`src/hw/dacmc_pkg.sv`:
```
// Constants of the DAC mode control register bank.
// Assumes a 100 MHz ref_clk; control pins are asynchronous to it.
`default_nettype none

package dacmc_pkg;

    // Clock and ramp timing
    localparam int CLK_PERIOD_NS    = 10;
    localparam int RAMP_STEP_NS     = 166667;  // Eight sample periods at 48 kHz
    localparam int RAMP_STEP_CYCLES = RAMP_STEP_NS / CLK_PERIOD_NS;

    // Control word layout
    localparam int WORD_BITS   = 16;
    localparam int RW_BIT      = 15;
    localparam int IDX_MSB     = 14;
    localparam int IDX_LSB     = 8;
    localparam int HEADER_BITS = 8;
    localparam int CHANNELS    = 8;
    localparam int CH_LOW      = 6;

    // Register indices
    localparam logic [6:0] IDX_ATT1     = 7'h01;
    localparam logic [6:0] IDX_ATT2     = 7'h02;
    localparam logic [6:0] IDX_ATT3     = 7'h03;
    localparam logic [6:0] IDX_ATT4     = 7'h04;
    localparam logic [6:0] IDX_ATT5     = 7'h05;
    localparam logic [6:0] IDX_ATT6     = 7'h06;
    localparam logic [6:0] IDX_MUTE_A   = 7'h07;
    localparam logic [6:0] IDX_OFF_A    = 7'h08;
    localparam logic [6:0] IDX_FORMAT   = 7'h09;
    localparam logic [6:0] IDX_DEEMPH   = 7'h0a;
    localparam logic [6:0] IDX_READBACK = 7'h0b;
    localparam logic [6:0] IDX_GP       = 7'h0c;
    localparam logic [6:0] IDX_ATT7     = 7'h10;
    localparam logic [6:0] IDX_ATT8     = 7'h11;
    localparam logic [6:0] IDX_MUTE_B   = 7'h12;
    localparam logic [6:0] IDX_OFF_B    = 7'h13;
    localparam logic [6:0] IDX_STEP     = 7'h01;

    // Reset values
    localparam logic [7:0] ATT_RESET      = 8'hff;
    localparam logic [7:0] MUTE_RESET     = 8'h00;
    localparam logic [7:0] OFF_RESET      = 8'h00;
    localparam logic [7:0] FORMAT_RESET   = 8'h00;
    localparam logic [7:0] DEEMPH_RESET   = 8'h00;
    localparam logic [7:0] READBACK_RESET = 8'h01;
    localparam logic [7:0] GP_RESET       = 8'h00;

    // Writable bits per register; the rest read as zero
    localparam logic [7:0] MASK_CH_A   = 8'h3f;
    localparam logic [7:0] MASK_CH_B   = 8'h03;
    localparam logic [7:0] MASK_FORMAT = 8'h3f;
    localparam logic [7:0] MASK_DEEMPH = 8'h7f;

    // Field positions
    localparam int FMT_LSB  = 0;
    localparam int FMT_MSB  = 2;
    localparam int CLOCK_OUT_DISABLE_BIT = 3;
    localparam int CLOCK_OUT_HALVING_BIT = 4;
    localparam int FLT_BIT  = 5;
    localparam int DMC_LSB  = 0;
    localparam int DMC_MSB  = 2;
    localparam int DMF_LSB  = 3;
    localparam int DMF_MSB  = 4;
    localparam int OUTPUT_PHASE_INVERT_BIT = 5;
    localparam int ZERO_FLAG_POLARITY_BIT = 6;
    localparam int PTR_MSB  = 6;
    localparam int INC_BIT  = 7;
    localparam int GPO_MSB  = 5;
    localparam int GP_PIN_ENABLE_BIT = 6;
    localparam int OVER_BIT = 7;

    // Codes at or below this are silent
    localparam logic [7:0] ATT_MUTE_MAX = 8'h80;
    localparam logic [7:0] ATT_FULL     = 8'hff;

endpackage : dacmc_pkg

`default_nettype wire

```
`src/hw/dacmc_pin_sync.sv`:
```
// Three-stage synchroniser with agreement filter for asynchronous pins.
// Assumes each pin level holds for five ref_clk periods.
`default_nettype none

module dacmc_pin_sync #(
    parameter int         WIDTH     = 1,
    parameter logic [2:0] RESET_VAL = 3'h0
) (
    // Clock and reset
    input  wire logic             ref_clk,
    input  wire logic             reset,
    // Pins in, filtered levels out
    input  wire logic [WIDTH-1:0] pin_in,
    output logic      [WIDTH-1:0] level_out
);

    logic [WIDTH-1:0] stage1, stage2, stage3;

    // Three flops in series
    always_ff @(posedge ref_clk) begin
        if (reset) begin
            stage1 <= WIDTH'(RESET_VAL);
            stage2 <= WIDTH'(RESET_VAL);
            stage3 <= WIDTH'(RESET_VAL);
        end else begin
            stage1 <= pin_in;
            stage2 <= stage1;
            stage3 <= stage2;
        end
    end

    // Take a bit once the last two stages agree
    always_ff @(posedge ref_clk) begin
        if (reset) begin
            level_out <= WIDTH'(RESET_VAL);
        end else begin
            for (int i = 0; i < WIDTH; i++) begin
                if (stage2[i] == stage3[i]) begin
                    level_out[i] <= stage3[i];
                end
            end
        end
    end

endmodule : dacmc_pin_sync

`default_nettype wire

```
`src/hw/dacmc_atten_ramp.sv`:
```
// One channel attenuator: walks its code one half-decibel step per tick unless level and target are both silent.
// Assumes step_tick is a one-cycle pulse.
`default_nettype none

module dacmc_atten_ramp (
    // Clock and reset
    input  wire logic       ref_clk,
    input  wire logic       reset,
    // Control
    input  wire logic       step_tick,
    input  wire logic [7:0] programmed_level,
    input  wire logic       soft_silence_enable,
    // Applied level
    output logic      [7:0] applied_level,
    output logic            infinite_atten
);

    logic [7:0] target;
    logic       target_silent, now_silent;

    // Mute aims at code zero; low codes are silent
    assign target        = soft_silence_enable ? 8'h00 : programmed_level; // RULE_14
    assign target_silent = target <= dacmc_pkg::ATT_MUTE_MAX;
    assign now_silent    = applied_level <= dacmc_pkg::ATT_MUTE_MAX;

    // Step toward the target one code per tick, or load it at once when both are silent
    always_ff @(posedge ref_clk) begin
        if (reset) begin
            applied_level <= dacmc_pkg::ATT_FULL;
        end else if (step_tick) begin
            if (target_silent && now_silent) begin
                applied_level <= target;  // RULE_15
            end else if (applied_level > target) begin
                applied_level <= applied_level - 8'h01; // RULE_14
            end else if (applied_level < target) begin
                applied_level <= applied_level + 8'h01; // RULE_14
            end
        end
    end

    // Silent flag registered from the level, one cycle behind it
    always_ff @(posedge ref_clk) begin
        if (reset) begin
            infinite_atten <= 1'b0;
        end else begin
            infinite_atten <= now_silent; // RULE_15
        end
    end

endmodule : dacmc_atten_ramp

`default_nettype wire

```
`src/hw/dacmc_mode_regs.sv`:
```
// Mode control register bank with four-wire serial control port.
// Assumes the host keeps the port timing.
//
// Operation
// RULE_01: Word is read/write bit, seven-bit index, then data byte.
// RULE_02: Read/write bit zero stores the data byte at the index.
// RULE_03: Read/write bit one returns register contents, stores nothing.
// RULE_04: Host avoids indices 00h and 0Dh to 0Fh.
// RULE_05: Host writes test-only bits as zero.
// RULE_06: Eight attenuation bytes at 01h-06h, 10h, 11h, reset to no attenuation.
// RULE_07: Audio format in low three bits of 09h, reset to 24-bit right-justified.
// RULE_08: Rolloff bit 5, clock halving bit 4, clock disable bit 3 at 09h.
// RULE_09: De-emphasis enables in low three bits of 0Ah, reset disabled.
// RULE_10: Rate bits 4:3, phase invert bit 5, zero-flag polarity bit 6 at 0Ah.
// RULE_11: General outputs 5:0, output enable 6, oversampling 7 at 0Ch.
// RULE_12: Auto-increment bit 7 and readback pointer 6:0 at 0Bh, pointer resets 01h.
// RULE_13: Reads ignore the word index and use the readback pointer.
// RULE_14: Soft mute ramps one step to silence and back to programmed level.
// RULE_15: Level is half-decibel times code minus 255; codes up to 128 silent.
// RULE_16: Disable bit switches output to common-mode; resets enabled.
// RULE_17: Mute bits at 07h bits 5:0 and 12h bits 1:0, reset off.
// RULE_18: Disable bits at 08h bits 5:0 and 13h bits 1:0.
`default_nettype none

module dacmc_mode_regs #(
    parameter int STEP_CYCLES = dacmc_pkg::RAMP_STEP_CYCLES
) (
    // Clock and reset
    input  wire logic        ref_clk,
    input  wire logic        reset,
    // Serial control port pins
    input  wire logic        ctl_latch_n,
    input  wire logic        ctl_clock,
    input  wire logic        ctl_data_in,
    output logic             ctl_data_out,
    output logic             ctl_data_out_oe,
    // Channel controls
    output logic [63:0]      channel_attenuation_level,
    output logic [7:0]       channel_infinite_atten,
    output logic [7:0]       soft_silence_enable,
    output logic [7:0]       channel_output_off,
    // Format and clock output
    output logic [2:0]       audio_format_select,
    output logic             rolloff_select,
    output logic             clock_out_halving,
    output logic             clock_out_disable,
    // De-emphasis and flags
    output logic [2:0]       deemph_enable,
    output logic [1:0]       deemph_rate_select,
    output logic             output_phase_invert,
    output logic             zero_flag_polarity,
    // General-purpose pins and oversampling
    output logic [5:0]       gp_pin_values,
    output logic             gp_pin_enable,
    output logic             oversampling_select
);

    typedef enum logic [2:0] {
        PORT_IDLE   = 3'b001,
        PORT_HEADER = 3'b010,
        PORT_DATA   = 3'b100
    } dacmc_port_t;

    localparam logic [4:0] RISE_FULL = 5'(dacmc_pkg::WORD_BITS);
    localparam logic [4:0] RISE_SAT  = 5'(dacmc_pkg::WORD_BITS + 1);
    localparam logic [4:0] RISE_HDR  = 5'(dacmc_pkg::HEADER_BITS - 1);

    dacmc_port_t port_state;
    logic        ml_s, mc_s, mdi_s;
    logic        ml_prev, mc_prev;
    logic        frame_start, frame_end, mc_rise, mc_fall;
    logic [4:0]  rise_cnt;
    logic [15:0] word_in;
    logic        read_req;
    logic [2:0]  out_pos;
    logic [6:0]  read_idx;
    logic [7:0]  out_shift;
    logic [7:0]  read_word;
    logic        write_go;
    logic [6:0]  write_idx;
    logic [7:0]  write_data;

    logic [7:0]  attenuation [dacmc_pkg::CHANNELS];
    logic [7:0]  format_reg, deemph_reg, readback_reg, gp_reg;
    logic [31:0] tick_cnt;
    logic        step_tick;

    // Pin synchronisers; latch idles high
    dacmc_pin_sync #(
        .WIDTH     (1),
        .RESET_VAL (3'h1)
    ) u_sync_latch (
        .ref_clk   (ref_clk),
        .reset     (reset),
        .pin_in    (ctl_latch_n),
        .level_out (ml_s)
    );

    dacmc_pin_sync #(
        .WIDTH     (2),
        .RESET_VAL (3'h0)
    ) u_sync_data (
        .ref_clk   (ref_clk),
        .reset     (reset),
        .pin_in    ({ctl_clock, ctl_data_in}),
        .level_out ({mc_s, mdi_s})
    );

    // Edge history of the filtered pins
    always_ff @(posedge ref_clk) begin
        if (reset) begin
            ml_prev <= 1'b1;
            mc_prev <= 1'b0;
        end else begin
            ml_prev <= ml_s;
            mc_prev <= mc_s;
        end
    end

    assign frame_start = ml_prev & ~ml_s;
    assign frame_end   = ~ml_prev & ml_s;
    assign mc_rise     = ~mc_prev & mc_s & ~ml_s;
    assign mc_fall     = mc_prev & ~mc_s & ~ml_s;

    // Header of eight bits, then data phase
    always_ff @(posedge ref_clk) begin
        if (reset) begin
            port_state <= PORT_IDLE;
        end else if (frame_end) begin
            port_state <= PORT_IDLE;
        end else if (frame_start) begin
            port_state <= PORT_HEADER;
        end else if (port_state == PORT_HEADER && mc_rise && rise_cnt == RISE_HDR) begin
            port_state <= PORT_DATA;
        end
    end

    // Rising edges counted, saturating beyond a full word
    always_ff @(posedge ref_clk) begin
        if (reset || frame_start) begin
            rise_cnt <= 5'h00;
        end else if (mc_rise && rise_cnt != RISE_SAT) begin
            rise_cnt <= rise_cnt + 5'h01;
        end
    end

    // Input word shifted MSB first; top bit marks a read
    always_ff @(posedge ref_clk) begin
        if (reset) begin
            word_in  <= 16'h0000;
            read_req <= 1'b0;
        end else if (frame_start) begin
            word_in  <= 16'h0000;
            read_req <= 1'b0;
        end else if (mc_rise && rise_cnt < RISE_FULL) begin
            word_in <= {word_in[14:0], mdi_s}; // RULE_01
            if (rise_cnt == 5'h00) begin
                read_req <= mdi_s; // RULE_03
            end
        end
    end

    // Write commits at latch rise after exactly sixteen bits
    assign write_idx  = word_in[dacmc_pkg::IDX_MSB:dacmc_pkg::IDX_LSB];
    assign write_data = word_in[7:0];
    assign write_go   = frame_end && rise_cnt == RISE_FULL
                        && !word_in[dacmc_pkg::RW_BIT]; // RULE_02

    // Auto-increment step, skipping the gap and wrapping
    function automatic logic [6:0] next_index(input logic [6:0] idx);
        if (idx == dacmc_pkg::IDX_OFF_B) begin
            next_index = dacmc_pkg::IDX_ATT1;
        end else if (idx == dacmc_pkg::IDX_GP) begin
            next_index = dacmc_pkg::IDX_ATT7;
        end else begin
            next_index = idx + dacmc_pkg::IDX_STEP;
        end
    endfunction : next_index

    // Readback multiplexer; unmapped indices read zero
    always_comb begin
        unique case (read_idx)
            dacmc_pkg::IDX_ATT1:     read_word = attenuation[0];
            dacmc_pkg::IDX_ATT2:     read_word = attenuation[1];
            dacmc_pkg::IDX_ATT3:     read_word = attenuation[2];
            dacmc_pkg::IDX_ATT4:     read_word = attenuation[3];
            dacmc_pkg::IDX_ATT5:     read_word = attenuation[4];
            dacmc_pkg::IDX_ATT6:     read_word = attenuation[5];
            dacmc_pkg::IDX_MUTE_A:   read_word = {2'h0, soft_silence_enable[5:0]};
            dacmc_pkg::IDX_OFF_A:    read_word = {2'h0, channel_output_off[5:0]};
            dacmc_pkg::IDX_FORMAT:   read_word = format_reg;
            dacmc_pkg::IDX_DEEMPH:   read_word = deemph_reg;
            dacmc_pkg::IDX_READBACK: read_word = readback_reg;
            dacmc_pkg::IDX_GP:       read_word = gp_reg;
            dacmc_pkg::IDX_ATT7:     read_word = attenuation[6];
            dacmc_pkg::IDX_ATT8:     read_word = attenuation[7];
            dacmc_pkg::IDX_MUTE_B:   read_word = {6'h00, soft_silence_enable[7:6]};
            dacmc_pkg::IDX_OFF_B:    read_word = {6'h00, channel_output_off[7:6]};
            default:                 read_word = 8'h00;
        endcase
    end

    // Read data driven on falling edges, one byte per eight clocks
    always_ff @(posedge ref_clk) begin
        if (reset) begin
            out_pos      <= 3'h0;
            read_idx     <= dacmc_pkg::READBACK_RESET[6:0];
            out_shift    <= 8'h00;
            ctl_data_out <= 1'b0;
        end else if (frame_start) begin
            out_pos  <= 3'h0;
            read_idx <= readback_reg[dacmc_pkg::PTR_MSB:0]; // RULE_13
        end else if (port_state == PORT_DATA && read_req && mc_fall) begin
            out_pos <= out_pos + 3'h1;
            if (out_pos == 3'h0) begin
                ctl_data_out <= read_word[7];
                out_shift    <= {read_word[6:0], 1'b0};
                if (readback_reg[dacmc_pkg::INC_BIT]) begin
                    read_idx <= next_index(read_idx); // RULE_12
                end
            end else begin
                ctl_data_out <= out_shift[7];
                out_shift    <= {out_shift[6:0], 1'b0};
            end
        end
    end

    // Output enable from the first data bit to the latch rising
    always_ff @(posedge ref_clk) begin
        if (reset || frame_end || frame_start) begin
            ctl_data_out_oe <= 1'b0;
        end else if (port_state == PORT_DATA && read_req && mc_fall) begin
            ctl_data_out_oe <= 1'b1; // RULE_03
        end
    end

    // Attenuation registers per channel
    generate
        for (genvar ch = 0; ch < dacmc_pkg::CHANNELS; ch++) begin : g_att
            localparam logic [6:0] MY_IDX = (ch < dacmc_pkg::CH_LOW)
                ? 7'(int'(dacmc_pkg::IDX_ATT1) + ch)
                : 7'(int'(dacmc_pkg::IDX_ATT7) + ch - dacmc_pkg::CH_LOW);

            always_ff @(posedge ref_clk) begin
                if (reset) begin
                    attenuation[ch] <= dacmc_pkg::ATT_RESET; // RULE_06
                end else if (write_go && write_idx == MY_IDX) begin
                    attenuation[ch] <= write_data; // RULE_06
                end
            end

            dacmc_atten_ramp u_ramp (
                .ref_clk             (ref_clk),
                .reset               (reset),
                .step_tick           (step_tick),
                .programmed_level    (attenuation[ch]),
                .soft_silence_enable (soft_silence_enable[ch]),
                .applied_level       (channel_attenuation_level[ch*8 +: 8]),
                .infinite_atten      (channel_infinite_atten[ch])
            );
        end
    endgenerate

    // Mute and disable bits
    always_ff @(posedge ref_clk) begin
        if (reset) begin
            soft_silence_enable <= dacmc_pkg::MUTE_RESET; // RULE_17
            channel_output_off  <= dacmc_pkg::OFF_RESET;  // RULE_16
        end else if (write_go) begin
            unique case (write_idx)
                dacmc_pkg::IDX_MUTE_A: soft_silence_enable[5:0] <= write_data[5:0]; // RULE_17
                dacmc_pkg::IDX_MUTE_B: soft_silence_enable[7:6] <= write_data[1:0]; // RULE_17
                dacmc_pkg::IDX_OFF_A:  channel_output_off[5:0]  <= write_data[5:0]; // RULE_18
                dacmc_pkg::IDX_OFF_B:  channel_output_off[7:6]  <= write_data[1:0]; // RULE_18
                default: ;
            endcase
        end
    end

    // Format, de-emphasis, readback, general-purpose
    always_ff @(posedge ref_clk) begin
        if (reset) begin
            format_reg   <= dacmc_pkg::FORMAT_RESET;   // RULE_07 RULE_08
            deemph_reg   <= dacmc_pkg::DEEMPH_RESET;   // RULE_09 RULE_10
            readback_reg <= dacmc_pkg::READBACK_RESET; // RULE_12
            gp_reg       <= dacmc_pkg::GP_RESET;       // RULE_11
        end else if (write_go) begin
            unique case (write_idx)
                dacmc_pkg::IDX_FORMAT: begin
                    format_reg <= write_data & dacmc_pkg::MASK_FORMAT; // RULE_07 RULE_08
                end
                dacmc_pkg::IDX_DEEMPH: begin
                    deemph_reg <= write_data & dacmc_pkg::MASK_DEEMPH; // RULE_09 RULE_10
                end
                dacmc_pkg::IDX_READBACK: readback_reg <= write_data; // RULE_12
                dacmc_pkg::IDX_GP:       gp_reg <= write_data; // RULE_11
                default: ;
            endcase
        end
    end

    // Field outputs
    assign audio_format_select = format_reg[dacmc_pkg::FMT_MSB:dacmc_pkg::FMT_LSB];
    assign rolloff_select      = format_reg[dacmc_pkg::FLT_BIT];
    assign clock_out_halving   = format_reg[dacmc_pkg::CLOCK_OUT_HALVING_BIT];
    assign clock_out_disable   = format_reg[dacmc_pkg::CLOCK_OUT_DISABLE_BIT];
    assign deemph_enable       = deemph_reg[dacmc_pkg::DMC_MSB:dacmc_pkg::DMC_LSB];
    assign deemph_rate_select  = deemph_reg[dacmc_pkg::DMF_MSB:dacmc_pkg::DMF_LSB];
    assign output_phase_invert = deemph_reg[dacmc_pkg::OUTPUT_PHASE_INVERT_BIT];
    assign zero_flag_polarity  = deemph_reg[dacmc_pkg::ZERO_FLAG_POLARITY_BIT];
    assign gp_pin_values       = gp_reg[dacmc_pkg::GPO_MSB:0];
    assign gp_pin_enable       = gp_reg[dacmc_pkg::GP_PIN_ENABLE_BIT];
    assign oversampling_select = gp_reg[dacmc_pkg::OVER_BIT];

    // Shared attenuator step timer
    always_ff @(posedge ref_clk) begin
        if (reset || step_tick) begin
            tick_cnt <= 32'h0000_0000;
        end else begin
            tick_cnt <= tick_cnt + 32'h0000_0001;
        end
    end

    assign step_tick = tick_cnt == 32'(STEP_CYCLES - 1);

endmodule : dacmc_mode_regs

`default_nettype wire

```
`config.mk`:
```
export PLATFORM = sky130hd
export DESIGN_NAME = dacmc_mode_regs
export DESIGN_NICKNAME = d
export VERILOG_FILES = /design/src/hw/dacmc_pkg.sv /design/src/hw/dacmc_pin_sync.sv /design/src/hw/dacmc_atten_ramp.sv /design/src/hw/dacmc_mode_regs.sv
export SDC_FILE = /design/constraint.sdc
export NUM_CORES = 1
export LEC_CHECK = 0
export BUFFER_PORTS_ARGS = -buffer_cell sky130_fd_sc_hd__buf_4
export CELL_PAD_IN_SITES_DETAIL_PLACEMENT = 0
export CELL_PAD_IN_SITES_GLOBAL_PLACEMENT = 1
export CORE_UTILIZATION = 25
export DETAILED_ROUTE_END_ITERATION = 8
export HOLD_SLACK_MARGIN = 0.15
export PLACE_DENSITY_LB_ADDON = 0.1
export REMOVE_ABC_BUFFERS = 1
export SLEW_MARGIN = 20
export SYNTH_ARGS = -nofsm -noshare
export SYNTH_HDL_FRONTEND = slang
export SYNTH_SLANG_ARGS = --single-unit
```
`constraint.sdc`:
```
create_clock -name ref_clk -period 9.1 [get_ports ref_clk]
set_clock_uncertainty 0.15 [all_clocks]
set_input_delay 0.91 -clock ref_clk [delete_from_list [all_inputs] [get_ports ref_clk]]
set_output_delay 0.91 -clock ref_clk [all_outputs]
set_load 0.02 [all_outputs]
```
==> impl_metrics.tcl <==
set metrics [dict create \
    layout-drive-gt1-share 0.149 \
    netlist_area_um2 16300 \
    grt_max_degree 60 \
    synth_seq_cells 271 \
    synth-adder-area-share 0.105 \
    synth_cells 1830 \
    fin_nets 2033 \
    cts_tree "done" \
    antenna_found_initial 0 \
    async_reset_ff_frac 0 \
    floorplan.rows 93 \
    gp_congestion 0.828 \
    numCtsBuffers 38 \
    die_w_um 258 \
    finalMaxSlewViolations 0 \
    reg2reg_slack_ns 5.14 \
    globalRouteOverflowTotal 0 \
    finalHoldViolations 0 \
    cp.required_ns 9.38 \
    grt_pass1_vias 13300 \
    pin_count 116 \
    seq_area_frac_synth 0.372 \
    ff_latch_area_um2 6070 \
    p_leak_nw 7.75 \
    yosysWarningCount 0 \
    critPathKind "reg -> reg" \
    yosysUniqueCellTypes 84 \
    viasPerCell 4.94 \
    multiInputGateArea_um2 9600 \
    largestRegisters "attenuation: 64 flops, g_att.u_ramp.applied_level: 64 flops, tick_cnt: 32 flops" \
    cts_hold_buf 0 \
    ant_nets 0 \
    dp_hpwl_um 40800 \
    cts_setup_buffers 0 \
    h-tree-depth 2 \
    synth_top_area_share 0.254 \
    drtIter0Drc 810 \
    n_antenna_cell 0 \
    synth-compound-area-share 0.185 \
    status "finished clean" \
    arrival_ns 4.24 \
    setup_viol_count_final 0 \
    relSlewSlack 0.277 \
    synth_edf_count 64 \
    path_clk_slew_ns 0.06 \
    vias 13700 \
    whs_ns 0.254 \
    die_area_um2 66300 \
    track_usage 0.167 \
    synth_area_leaders "dfxtp_1 25%, edfxtp_1 12%, ha_1 9.4%, nor2_1 4.4%, a21oi_1 3.5%" \
    cts_root_buf "clkbuf_16" \
    reg2regPathDepth 16 \
    yosysTopAreaCell "dfxtp_1" \
    final_area_um2 19200 \
    hp-class "reg -> reg" \
    synthFlopType "dfxtp_1" \
    power_w 0.00297 \
    place_area_um2 17900 \
    worst_slew_pin_slew_ns 1.08 \
    synth-simple-area-share 0.219 \
    nFillCells 6936 \
    synth_xor_xnor_area_share 0.0398 \
    fin_crit_sh 0.435 \
    portBuffers 115 \
    power_density_nw_per_um2 155 \
    clock_path_buffers 3 \
    rsz0062_at_grt "false" \
    grt_pass1_wl_um 85500 \
    finalCriticalPeriod_ns 3.96 \
    cp_max_fo 11 \
    drt_drc_violations_left 0 \
    whs_path_depth 1 \
    wire_per_inst_um 20.1 \
    area_growth_pct 17.8 \
    ys_top_cells_by_count "207 x dfxtp_1, 191 x nor2_1, 147 x nand2_1" \
    cts-resized-gates 0 \
    post-place-cells 2712 \
    endpoint_kind "register" \
    syn_avg_cell_area_um2 8.92 \
    dieHeight_um 258 \
    irDropWorstVdd_mv 0.114 \
    fin_setup_tns_ns 0 \
    fmax_ghz 0.252 \
    cts.sinks 271 \
    synthMuxAreaShare 0.0375 \
    fp.coreArea_um2 64500 \
    synth_top_family_by_area "simple AND/OR/NAND/NOR gates" \
    cp-start-kind "register" \
    start_util 0.253 \
    dr.pass1.iters 5 \
    synth_most_common_cell "dfxtp_1" \
    routed_wl_um 56000 \
    maxCapViolCount 0 \
    final_cells 2781 \
    clk_latency_ns 0.58 \
]
[final timing paths]
kind,startpoint,end
min reg2reg,u_sync_latch.stage1,u_sync_latch.stage2
min,u_sync_latch.stage1,u_sync_latch.stage2
max reg2reg,soft_silence_enable[2],g_att[2].u_ramp.applied_level[6]
max,soft_silence_enable[2],g_att[2].u_ramp.applied_level[6]
[kinds of logic (layout without fill, tap and decap cells)]
group	after synthesis	count (layout)
AOI/OAI and AO/OA	435	435
xor gates and xnor gates	71	71
adders and majority gates	132	132
buffers and inverters	161	257
DFF	271	271
muxes	59	59
and+or+nand+nor	701	701
[report_power, final]
group          switching (W)  internal, W
clock               0.000609     0.000956
combinational      0.0000915    0.0000613
sequential         0.0000125      0.00124
total               0.000713      0.00226
[final cells by class]
type	instances	area share
multi-input cells	1398	0.499
flip-flops and latches	271	0.316
clock buffers	57	0.0575
well taps	855	0.0556
repair buffers	130	0.0510
inverters	58	0.0113
clock inverters	12	0.00970
[placed cells by master, fill, tap and decap left out, types with 13 or more instances in the layout]
master | synthesis | routed
nand4_1 | 37 | 37
nor2_1 | 191 | 190
clkbuf_1 | 70 | 13
a211o_1 | 39 | 39
a21boi_0 | 13 | 13
o21ai_0 | 53 | 53
nor3_1 | 30 | 30
and3_1 | 26 | 26
mux2_2 | 17 | 17
or3_1 | 13 | 13
xor2_1 | 38 | 38
a211oi_1 | 18 | 18
nor2b_1 | 45 | 45
dfxtp_1 | 207 | 207
nand2_1 | 147 | 147
o21a_1 | 16 | 16
o21bai_1 | 33 | 33
clkbuf_16 | 0 | 40
a22oi_1 | 25 | 25
edfxtp_1 | 64 | 64
nand3_1 | 34 | 34
ha_1 | 123 | 123
mux2i_1 | 42 | 42
xnor2_1 | 31 | 31
nor4_1 | 22 | 22
a21oi_1 | 115 | 115
inv_1 | 54 | 54
or2_2 | 59 | 59
a21o_1 | 32 | 32
buf_4 | 16 | 129
nand2b_1 | 53 | 52
[stage by stage]
| stage | setup slack (ns) | utilization |
|---|---|---|
| 2_1_floorplan | 5.50 | - |
| 3_3_place_gp | 5.16 | 0.278 |
| 3_5_place_dp | 5.18 | 0.278 |
| 4_1_cts | 5.13 | 0.298 |
| 5_1_grt | 4.80 | 0.298 |
| 6_report | 5.14 | 0.298 |
[per-layer routing]
metal	vias up	GRT usage	routed length, um
met5	-	0	0
met3	55	0.0221	2050
met1	6665	0.230	26600
met2	239	0.275	26300
met4	0	0.0426	1060
li1	6780	-	-
[worst max-delay path: stages (launching register included)]
cell and delay, ns:
dfxtp_1 0.50, nand2b_1 0.23, ha_1 0.24, and2_1 0.17
o21ai_0 0.08, nand2_1 0.08, a211oi_1 0.32, inv_1 0.07
nand2_1 0.11, inv_1 0.15, ha_1 0.35, nor2b_1 0.15
o21a_1 0.17, o21ai_0 0.21, a21boi_0 0.15, o311a_1 0.30
o41a_1 0.37
Note: power is estimated with default switching activity, not from simulation.
